===== config.mk =====
export PLATFORM = sky130hd
export DESIGN_NAME = tcb_timer_clock_baud
export DESIGN_NICKNAME = d
export VERILOG_FILES = /design/src/pkg/tcb_pkg.sv /design/src/design/tcb_timer_clock_baud.sv /design/src/design/tcb_prescaler.sv
export SDC_FILE = /design/constraint.sdc
export NUM_CORES = 1
export LEC_CHECK = 0
export BUFFER_PORTS_ARGS = -buffer_cell sky130_fd_sc_hd__buf_2
export CAP_MARGIN = 20
export CORE_MARGIN = 3
export CORE_UTILIZATION = 47
export CTS_CLUSTER_SIZE = 16
export DETAILED_ROUTE_END_ITERATION = 6
export GPL_TIMING_DRIVEN = 0
export PLACE_DENSITY_LB_ADDON = 0.2
export SETUP_SLACK_MARGIN = 0.1
export SYNTH_ARGS = -nofsm -noshare
export SYNTH_HDL_FRONTEND = slang
export SYNTH_HIERARCHICAL = 1
export SYNTH_SLANG_ARGS = --single-unit

===== constraint.sdc =====
create_clock -name clock -period 2 [get_ports clock]
set_clock_uncertainty 0.1 [all_clocks]
set_input_delay 0.2 -clock clock [delete_from_list [all_inputs] [get_ports clock]]
set_output_delay 0.2 -clock clock [all_outputs]
set_load 0.01 [all_outputs]

===== src/pkg/tcb_pkg.sv =====
package tcb_pkg;
  localparam logic [7:0] CLOCK_SELECT_ADDR = 8'h8e;
  localparam logic [7:0] CLOCK_SELECT_RESET = 8'h00;
  localparam int TIMER2_HIGH_BIT = 5;
  localparam int TIMER2_LOW_BIT = 4;
  localparam int TIMER1_CORE_CLOCK_BIT = 3;
  localparam int TIMER0_CORE_CLOCK_BIT = 2;
  localparam int PRESCALE_HI_BIT = 1;
  localparam int PRESCALE_LO_BIT = 0;
  localparam logic [7:0] WRITABLE_MASK = 8'h3f;
  localparam logic [1:0] PRESCALE_DIV12 = 2'h0;
  localparam logic [1:0] PRESCALE_DIV4 = 2'h1;
  localparam logic [1:0] PRESCALE_DIV48 = 2'h2;
  localparam logic [1:0] PRESCALE_EXT8 = 2'h3;
  localparam logic [5:0] DIV12_LAST = 6'h0b;
  localparam logic [5:0] DIV4_LAST = 6'h03;
  localparam logic [5:0] DIV48_LAST = 6'h2f;
  localparam logic [2:0] EXT_DIV_LAST = 3'h7;
endpackage


===== src/design/tcb_timer_clock_baud.sv =====
`timescale 1ns/1ns
// Summary of operation
// - baud comes from timer 1 as 8-bit auto-reload counter
// - transmit uses timer1 low byte; receive uses hidden copy
// - both counter overflows divided by two into bit clocks
// - receive copy runs with timer 1, reloads from reload byte
// - start condition on receive pin forces receive copy reload
// - overflow rate is timer clock over 256 minus reload byte
// - timer 1 clock: core clock if select set, else prescaled; counter mode ignores
// - timer 0 clock same, ignored when timer 0 counter select set
// - prescale field: /12, /4, /48, or external /8
// - external divide-by-8 is synchronised before use
// - split mode: timer2 high byte core clock if set, else alternate
// - timer2 (low byte) core clock if set, else alternate clock
// - top two bits read zero, software writes zero
// - core clock may keep running while external clock drives timer 1
module tcb_timer_clock_baud (
  input wire logic clock,
  input wire logic reset,
  input wire logic clockEnable,
  input wire logic regWrite,
  input wire logic regRead,
  input wire logic [7:0] regAddr,
  input wire logic [7:0] regWriteData,
  output logic [7:0] regReadData,
  input wire logic extDiv8Level,
  input wire logic timer1ExternalInput,
  input wire logic timer0ExternalInput,
  input wire logic timer2AltTick,
  input wire logic timer1Run,
  input wire logic timer1CounterSelect,
  input wire logic timer0CounterSelect,
  input wire logic timer2SplitMode,
  input wire logic [7:0] timer1ReloadByte,
  input wire logic serialRxPin,
  input wire logic rxStartDetect,
  output logic [7:0] timer1LowByte,
  output logic timer1Overflow,
  output logic txBitTick,
  output logic rxBitTick,
  output logic timer0Tick,
  output logic timer2LowTick,
  output logic timer2HighTick
);
  logic [7:0] clockSelect_q;
  logic prescaleTick;
  logic [2:0] t1Sync_q;
  logic [2:0] t0Sync_q;
  logic t1Seen_q;
  logic t0Seen_q;
  logic t1Pin;
  logic t0Pin;
  logic t1Tick;
  logic [7:0] rxCount_q;
  logic txHalf_q;
  logic rxHalf_q;
  logic rxOverflow;
  logic unusedRxPin;

  assign unusedRxPin = serialRxPin;

  //////////////////////////////////////////////////////////////////////////
  // clock control register
  always_ff @(posedge clock) begin
    if (reset) begin
      clockSelect_q <= tcb_pkg::CLOCK_SELECT_RESET;
      regReadData <= 8'h00;
    end else if (clockEnable) begin
      if (regWrite && regAddr == tcb_pkg::CLOCK_SELECT_ADDR) begin
        clockSelect_q <= regWriteData & tcb_pkg::WRITABLE_MASK;
      end
      if (regRead && regAddr == tcb_pkg::CLOCK_SELECT_ADDR) begin
        regReadData <= clockSelect_q & tcb_pkg::WRITABLE_MASK;
      end else begin
        regReadData <= 8'h00;
      end
    end
  end

  tcb_prescaler prescaler (
    .clock(clock),
    .reset(reset),
    .clockEnable(clockEnable),
    .prescaleSelect(clockSelect_q[tcb_pkg::PRESCALE_HI_BIT:tcb_pkg::PRESCALE_LO_BIT]),
    .extDiv8Level(extDiv8Level),
    .prescaleTick(prescaleTick)
  );

  //////////////////////////////////////////////////////////////////////////
  // external timer pins: three stages, edge from stages two and three
  always_ff @(posedge clock) begin
    if (reset) begin
      t1Sync_q <= 3'h0;
      t0Sync_q <= 3'h0;
      t1Seen_q <= 1'b0;
      t0Seen_q <= 1'b0;
    end else if (clockEnable) begin
      t1Sync_q <= {t1Sync_q[1:0], timer1ExternalInput};
      t0Sync_q <= {t0Sync_q[1:0], timer0ExternalInput};
      t1Seen_q <= 1'b1;
      t0Seen_q <= 1'b1;
    end
  end

  // counters count falling edges of their external input
  assign t1Pin = ~t1Sync_q[1] & t1Sync_q[2] & t1Seen_q;
  assign t0Pin = ~t0Sync_q[1] & t0Sync_q[2] & t0Seen_q;

  // core clock ticks every cycle, so timer 1 runs without touching core clock
  assign t1Tick = timer1CounterSelect ? t1Pin :
    (clockSelect_q[tcb_pkg::TIMER1_CORE_CLOCK_BIT] ? 1'b1 : prescaleTick);

  //////////////////////////////////////////////////////////////////////////
  // timer clock enables for timers 0 and 2
  always_ff @(posedge clock) begin
    if (reset) begin
      timer0Tick <= 1'b0;
      timer2LowTick <= 1'b0;
      timer2HighTick <= 1'b0;
    end else if (clockEnable) begin
      timer0Tick <= timer0CounterSelect ? t0Pin :
        (clockSelect_q[tcb_pkg::TIMER0_CORE_CLOCK_BIT] ? 1'b1 : prescaleTick);
      timer2LowTick <= clockSelect_q[tcb_pkg::TIMER2_LOW_BIT] ? 1'b1 : timer2AltTick;
      timer2HighTick <= (timer2SplitMode && clockSelect_q[tcb_pkg::TIMER2_HIGH_BIT]) ?
        1'b1 : timer2AltTick;
    end else begin
      timer0Tick <= 1'b0;
      timer2LowTick <= 1'b0;
      timer2HighTick <= 1'b0;
    end
  end

  //////////////////////////////////////////////////////////////////////////
  // timer 1 low byte, 8-bit auto-reload
  always_ff @(posedge clock) begin
    if (reset) begin
      timer1LowByte <= 8'h00;
      timer1Overflow <= 1'b0;
    end else if (clockEnable && timer1Run && t1Tick) begin
      if (timer1LowByte == 8'hff) begin
        timer1LowByte <= timer1ReloadByte;
        timer1Overflow <= 1'b1;
      end else begin
        timer1LowByte <= timer1LowByte + 8'h01;
        timer1Overflow <= 1'b0;
      end
    end else begin
      timer1Overflow <= 1'b0;
    end
  end

  // hidden receive copy of the low byte
  assign rxOverflow = rxCount_q == 8'hff;

  always_ff @(posedge clock) begin
    if (reset) begin
      rxCount_q <= 8'h00;
    end else if (clockEnable) begin
      if (rxStartDetect) begin
        rxCount_q <= timer1ReloadByte;
      end else if (timer1Run && t1Tick) begin
        rxCount_q <= rxOverflow ? timer1ReloadByte : rxCount_q + 8'h01;
      end
    end
  end

  //////////////////////////////////////////////////////////////////////////
  // bit clocks: every second overflow
  always_ff @(posedge clock) begin
    if (reset) begin
      txHalf_q <= 1'b0;
      rxHalf_q <= 1'b0;
      txBitTick <= 1'b0;
      rxBitTick <= 1'b0;
    end else if (clockEnable) begin
      txBitTick <= 1'b0;
      rxBitTick <= 1'b0;
      if (timer1Overflow) begin
        txHalf_q <= ~txHalf_q;
        txBitTick <= txHalf_q;
      end
      if (rxStartDetect) begin
        rxHalf_q <= 1'b0; // restart phase so first bit time is whole
      end else if (timer1Run && t1Tick && rxOverflow) begin
        rxHalf_q <= ~rxHalf_q;
        rxBitTick <= rxHalf_q;
      end
    end else begin
      txBitTick <= 1'b0;
      rxBitTick <= 1'b0;
    end
  end

  a_reload_on_wrap: assert property (@(posedge clock) disable iff (reset)
    clockEnable && timer1Run && t1Tick && timer1LowByte == 8'hff
    |=> timer1Overflow && timer1LowByte == $past(timer1ReloadByte))
    else $error("low byte did not reload on overflow");

  a_rx_start_reload: assert property (@(posedge clock) disable iff (reset)
    clockEnable && rxStartDetect |=> rxCount_q == $past(timer1ReloadByte))
    else $error("receive copy not reloaded on start");

  a_reserved_zero: assert property (@(posedge clock) disable iff (reset)
    regReadData[7:6] == 2'h0)
    else $error("reserved bits read nonzero");

  a_tx_halving: assert property (@(posedge clock) disable iff (reset)
    txBitTick |-> $past(timer1Overflow) && $past(txHalf_q))
    else $error("transmit bit clock not on second overflow");

  a_t1_core_clock: assert property (@(posedge clock) disable iff (reset)
    clockEnable && timer1Run && !timer1CounterSelect
    && clockSelect_q[tcb_pkg::TIMER1_CORE_CLOCK_BIT] && timer1LowByte != 8'hff
    |=> timer1LowByte == $past(timer1LowByte) + 8'h01)
    else $error("timer 1 not counting on core clock");

  a_t0_select: assert property (@(posedge clock) disable iff (reset)
    clockEnable && !timer0CounterSelect && clockSelect_q[tcb_pkg::TIMER0_CORE_CLOCK_BIT]
    |=> timer0Tick)
    else $error("timer 0 tick missing on core clock");

  a_t2_low: assert property (@(posedge clock) disable iff (reset)
    clockEnable && clockSelect_q[tcb_pkg::TIMER2_LOW_BIT] |=> timer2LowTick)
    else $error("timer 2 low tick missing");

  a_t2_high: assert property (@(posedge clock) disable iff (reset)
    clockEnable && !timer2SplitMode |=> timer2HighTick == $past(timer2AltTick))
    else $error("timer 2 high byte clock wrong outside split mode");

  a_rx_stop: assert property (@(posedge clock) disable iff (reset)
    clockEnable && !timer1Run && !rxStartDetect |=> $stable(rxCount_q))
    else $error("receive copy ran while timer 1 stopped");
endmodule


===== src/design/tcb_prescaler.sv =====
`timescale 1ns/1ns
// shared timer 0/1 prescaler; output is a one-cycle tick on the core clock
module tcb_prescaler (
  input wire logic clock,
  input wire logic reset,
  input wire logic clockEnable,
  input wire logic [1:0] prescaleSelect,
  input wire logic extDiv8Level,
  output logic prescaleTick
);
  logic [5:0] divCount_q;
  logic [2:0] extSync_q;
  logic extSeen_q;
  logic extRise;

  assign extRise = extSync_q[1] & ~extSync_q[2] & extSeen_q;

  function automatic logic [5:0] lastCount(input logic [1:0] sel);
    case (sel)
      tcb_pkg::PRESCALE_DIV12: lastCount = tcb_pkg::DIV12_LAST;
      tcb_pkg::PRESCALE_DIV4: lastCount = tcb_pkg::DIV4_LAST;
      default: lastCount = tcb_pkg::DIV48_LAST;
    endcase
  endfunction

  // external level passes three stages; edge taken from stages two and three
  always_ff @(posedge clock) begin
    if (reset) begin
      extSync_q <= 3'h0;
      extSeen_q <= 1'b0;
    end else if (clockEnable) begin
      extSync_q <= {extSync_q[1:0], extDiv8Level};
      extSeen_q <= 1'b1;
    end
  end

  always_ff @(posedge clock) begin
    if (reset) begin
      divCount_q <= 6'h00;
      prescaleTick <= 1'b0;
    end else if (clockEnable) begin
      if (prescaleSelect == tcb_pkg::PRESCALE_EXT8) begin
        divCount_q <= 6'h00;
        prescaleTick <= extRise;
      end else if (divCount_q >= lastCount(prescaleSelect)) begin
        divCount_q <= 6'h00;
        prescaleTick <= 1'b1;
      end else begin
        divCount_q <= divCount_q + 6'h01;
        prescaleTick <= 1'b0;
      end
    end else begin
      prescaleTick <= 1'b0;
    end
  end

  a_tick_single: assert property (@(posedge clock) disable iff (reset)
    prescaleSelect == tcb_pkg::PRESCALE_DIV4 && $stable(prescaleSelect) && clockEnable
    && prescaleTick ##1 clockEnable |-> !prescaleTick)
    else $error("prescale tick lasted more than one cycle");
endmodule


Yosys cells after proc, flatten, opt, wreduce, memory -nomap -nowiden
Index checks and enable logic that the tools add are counted.
Operators by class
  bitwise operators: 15
  add/sub/neg operators: 3
  reductions and logical operators: 18
  $lt $le $gt $ge: 1
  multiplexer cells: 22
  equality and inequality tests: 5
Operator list (count)
  $mux 6: 6
  $mux 8: 4
  $eq 8x8->1 const B: 3
  $add 8x1->8 const B: 2
  $pmux 6 s2: 1
  $mux 1: 11
  $not 1->1: 9
  $reduce_and 2->1: 4
  $logic_and 1x1->1: 7
  $add 6x1->6 const B: 1
  $and 1x1->1: 6
  $ge 6x6->1: 1
  $reduce_bool 2->1: 2
  $reduce_or 2->1: 2
  $reduce_or 4->1: 1
  $reduce_or 3->1: 1
  $eq 2x1->1 const B: 1
  $eq 2x2->1 const B: 1
  $logic_not 2->1: 1
Storage, ports and cells
  bits in registers: 55
  input port bits: 39
  output and inout bits: 22
  logic and storage cells: 82

Depth between registers and ports, before layout
  word-level depth: 8
  gate-level depth with buffers: 6

Cells and area by module
The synthesis kept the hierarchy.
Modules (own cells, without submodules)
  tcb_timer_clock_baud: area an instance 2045.7 um2, times used 1, cells an instance 231
  tcb_prescaler: area an instance 531.8 um2, times used 1, cells an instance 60

Worst setup path after synthesis
No wires, ideal clock.
  path type: reg2reg
  start: register timer1LowByte[0]
  end: register timer1LowByte[5]
  arrival: 1400 ps
  setup slack: 414 ps
  cell stages (with the launch flop): 6
  required time: 1814 ps
  library setup time: 86 ps
  period minus slack after synthesis: 1586 ps
  cells stage by stage: dfxtp_1 ha_1 nand3_1 o21ai_1 a41oi_1 a211oi_1
Between the ends
  cells in the longest elaborated chain, start to end: 2
  elaborated cells between the ends (all ways): 3
  classes of those cells: add/sub (1); eq/ne (1); mux (1)
Ends and longest elaborated chain
  from (decl): RTL line tcb_timer_clock_baud.sv:37  | output logic [7:0] timer1LowByte,
  from (signal assigned): RTL line tcb_timer_clock_baud.sv:141  | timer1LowByte <= timer1ReloadByte;
  from (signal assigned): RTL line tcb_timer_clock_baud.sv:144  | timer1LowByte <= timer1LowByte + 8'h01;
  $add 8x1->8 / $eq 8x8->1 (equally long branches): RTL line tcb_timer_clock_baud.sv:144, tcb_timer_clock_baud.sv:140
  $mux 8 *: RTL line tcb_timer_clock_baud.sv:140  | if (timer1LowByte == 8'hff) begin
Mark *: on every way between the ends. The rest lies on a longest branch, timed or not.
A chain may end at the register's enable or synchronous reset.

Worst setup path in the final report
  start: register clockSelect_q[0]
  end: register prescaler.divCount_q[1]
Between the ends
  cells in the longest elaborated chain, start to end: 8
  elaborated cells between the ends (all ways): 10
  classes of those cells: order compare (1); eq/ne (2); mux (6); reduce/logical (1)
Ends and longest elaborated chain
  from (decl): RTL line tcb_timer_clock_baud.sv:45  | logic [7:0] clockSelect_q;
  from (signal assigned): RTL line tcb_timer_clock_baud.sv:66  | clockSelect_q <= tcb_pkg::CLOCK_SELECT_RESET;
  from (signal assigned): RTL line tcb_timer_clock_baud.sv:70  | clockSelect_q <= regWriteData & tcb_pkg::WRITABLE_MASK;
  $eq 2x1->1 / $logic_not 2->1 (equally long branches): RTL line tcb_prescaler.sv:19  | case (sel)
  $pmux 6 s2: RTL line tcb_prescaler.sv:19
  $mux 6: RTL line tcb_prescaler.sv:42  | if (prescaleSelect == tcb_pkg::PRESCALE_EXT8) begin
  $mux 6: RTL line tcb_prescaler.sv:41  | end else if (clockEnable) begin
  $mux 6: RTL line tcb_prescaler.sv:38  | if (reset) begin
  $ge 6x6->1: RTL line tcb_prescaler.sv:45  | end else if (divCount_q >= lastCount(prescaleSelect)) begin
  $mux 6: RTL line tcb_prescaler.sv:45
  $mux 6 *: RTL line tcb_prescaler.sv:42
  to (signal assigned): RTL line tcb_prescaler.sv:49  | divCount_q <= divCount_q + 6'h01;
  to (decl): RTL line tcb_prescaler.sv:11  | logic [5:0] divCount_q;
Mark *: on every way between the ends. The rest lies on a longest branch, timed or not. The select of a mux whose other input is x is not followed.

==> metrics.txt <==
Max Slew Vio Count 0; Congestion Overflow GR 0; mean routed wirelength per cell roughly 14 um; core area about 0.0052 sq mm; DIE HEIGHT 80.06 um; Period minus WS final 1.784 ns; vias after detailed routing approximately 2.3k; Detailed Route WL 6004 um; Post-synth EDFFs 0; Post-Layout Cell Count 424; clk_lat worst skew 0.30 ns; Max VDD drop around 430 uV; layout cell share with drive strength beyond 1 22.88%; Cells after DPL about 420; post-synthesis sequential area ratio about two fifths; Final HPWL DP between 4000 and 5000 um; initial core utilization 49.52%; Remaining DRCs 0; most frequent cells in the layout buf_2, dfxtp_1, nor2_1; Ports between 60 and 70; Synth area leader dfxtp_1; Layout Area Growth over Synthesis 18.98%; actual slew at the worst max-slew pin about 0.55 ns; Die ar. 0.006409 sq mm; n_diodes 0; main flop type after synthesis dfxtp_1; CTS Buf Count 5; initial antenna violation count 0; Worst setup SP type flop; die width ~80 um; cell count after synthesis ~290; Synth area leaders dfxtp_1, mux2i_1, nor2_1, a21oi_1, nand2_1; Syn Area/Cell 8.857 sq um; Ys Warns 6; Yosys cell types 56; GRT Util Overall between 20% and 30%; first-pass GRT wire length a little over 10000 um; Slew HR approximately 63%; CTS root buf clkbuf_8; unrepaired setup endpoints after global routing false; CP endpoint kind flop; Synth top area share about two fifths; Final Hold Vio Count 0; CTS tree built; Final setup viols 0; dpl cell area roughly 0.0029 sq mm; final core occ around three fifths; vias per cell 5.436; nets 399; Post-Syn Area approximately 0.0026 sq mm; Crit Path Max Fanout 5; DR iter-0 viols ~110; largest net degree at the start of global routing 16; Leakage ~1.3 nW; number of I/O port buffers 55; First-pass DRT Iterations 4; Yosys reg bits between 50 and 60; Final GP Congestion between 0.8 and 0.9; H-tree levels 2; register clock-pin slew on the reported worst setup and hold paths about 0.1 ns; ratio of final minimum period to clock period about nine tenths; Power Density ~670 mW/mm^2; Critical Path AT approximately 1.9 ns; crit-path max cell delay about 0.42 ns; Routed Antenna Nets 0; status finished, final reports clean; Slowest cell on crit path dfxtp_1; final hold slack 0.01413 ns; post-route setup TNS 0 ns; Post-synth ARST share 0%; Worst Setup Path Type flop to flop; setup bufs post-CTS 0; Sink Count 54; Fmax achieved approximately 560 MHz; Max-Cap Viols 0; CP required around 2.1 ns; Design Area, Final between 0.003 and 0.004 sq mm; CTS max path bufs 2; worst hold path type primary input to flop; most common cell after layout, fill and taps aside buf_2; number of global-route vias before repair around 2.2k; Critical Path, Cell by Cell nor2b_1, ha_1, a211o_1, o21ai_2, nand3_1, a21oi_1; row count 26
-- power breakdown --
group	switching [mW]	internal, mW
clock	0.345	0.401
combinational	0.101	0.0798
sequential	0.0234	1.10
total	0.469	1.58
-- routing by layer --
metal | vias up | wire length, um | global-route usage, %
met3 | 4 | 189 | 4.036
met5 | - | 0 | 0
li1 | 1180 | - | -
met1 | 1080 | 2827 | 26.16
met4 | 0 | 56 | 6.588
met2 | 41 | 2930 | 33.03
-- critical path: cells and delay by family, from the launching register on --
| kind | cells | cell delay (ns) |
|---|---|---|
| AND/OR/NAND/NOR | 2 | 0.27 |
| AO/OA/AOI/OAI | 3 | 0.69 |
| adder cells (fa/ha/maj) | 1 | 0.24 |
| flip-flops | 1 | 0.42 |
-- path summary, 6_finish.rpt --
| path | cells past startpoint | slack, ns | to | from |
|---|---|---|---|---|
| hold / removal | 3 | 0.01 | timer2LowTick | timer2AltTick |
| setup reg to reg | 6 | 0.22 | prescaler/divCount_q[1] | clockSelect_q[0] |
| hold reg to reg | 2 | 0.35 | txBitTick | txHalf_q |
| setup / recovery | 6 | 0.22 | prescaler/divCount_q[1] | clockSelect_q[0] |
-- synth_stat cells, types with 3 or more instances --
cell type,instances
and4_1,3
o31ai_1,5
mux2i_1,18
and2_1,3
dfxtp_1,54
nand2b_1,4
a311oi_1,5
nand2_1,21
a211o_1,3
xor2_1,4
buf_2,5
a31oi_1,5
nand4_1,4
ha_1,6
nor2_1,38
clkbuf_1,5
a211oi_1,4
and3_1,4
and2b_1,3
nand3_1,11
buf_4,4
o32ai_1,4
nor2b_1,5
nor3_1,3
inv_1,9
a21oi_1,21
a41oi_1,3
-- sequential cells by signal, indices dropped and copies added (netlist names), 3 cells and up --
register	cells
clockSelect_q	6
prescaler/divCount_q	6
prescaler/extSync_q	3
regReadData	6
rxCount_q	8
t0Sync_q	3
t1Sync_q	3
timer1LowByte	8
-- timing repair --
action,CTS,global route
hold buffers,0,0
hold endpoints to repair,0,0
setup endpoints to repair,0,3
resized for setup,0,2
-- per-stage QoR --
stage          power [mW]  worst slack (ns)
6_report            2.050            0.2163
5_1_grt             2.135            0.1261
4_1_cts             2.061            0.2292
3_5_place_dp        1.328            0.2492
3_3_place_gp        1.322            0.2666
2_1_floorplan       1.250            0.4142
-- cell families (layout without fill, tap and decap cells) --
group / Yosys count / count (layout) / share of synthesized area, %
flip-flops: 54 / 54 / 41.94
adder cells (fa/ha/maj): 6 / 6 / 2.913
AND/OR/NAND/NOR: 112 / 112 / 21.84
AO/OA/AOI/OAI: 70 / 70 / 19.90
buffers and inverters: 26 / 88 / 4.903
XOR/XNOR: 4 / 4 / 1.359
other: 1 / 2 / 0.1455
multiplexers: 18 / 18 / 6.990
-- area by class of cell --
class,count,area [sq um]
Buffer,17,92.59
Clock buffer,6,82.58
Clock inverter,1,30.03
Fill cell,476,2138
Inverter,9,33.78
Multi-Input combinational cell,212,1384
Sequential cell,54,1081
Tap cell,70,87.58
Timing Repair Buffer,55,275.3
No activity file was read; power rests on OpenSTA's default activity.
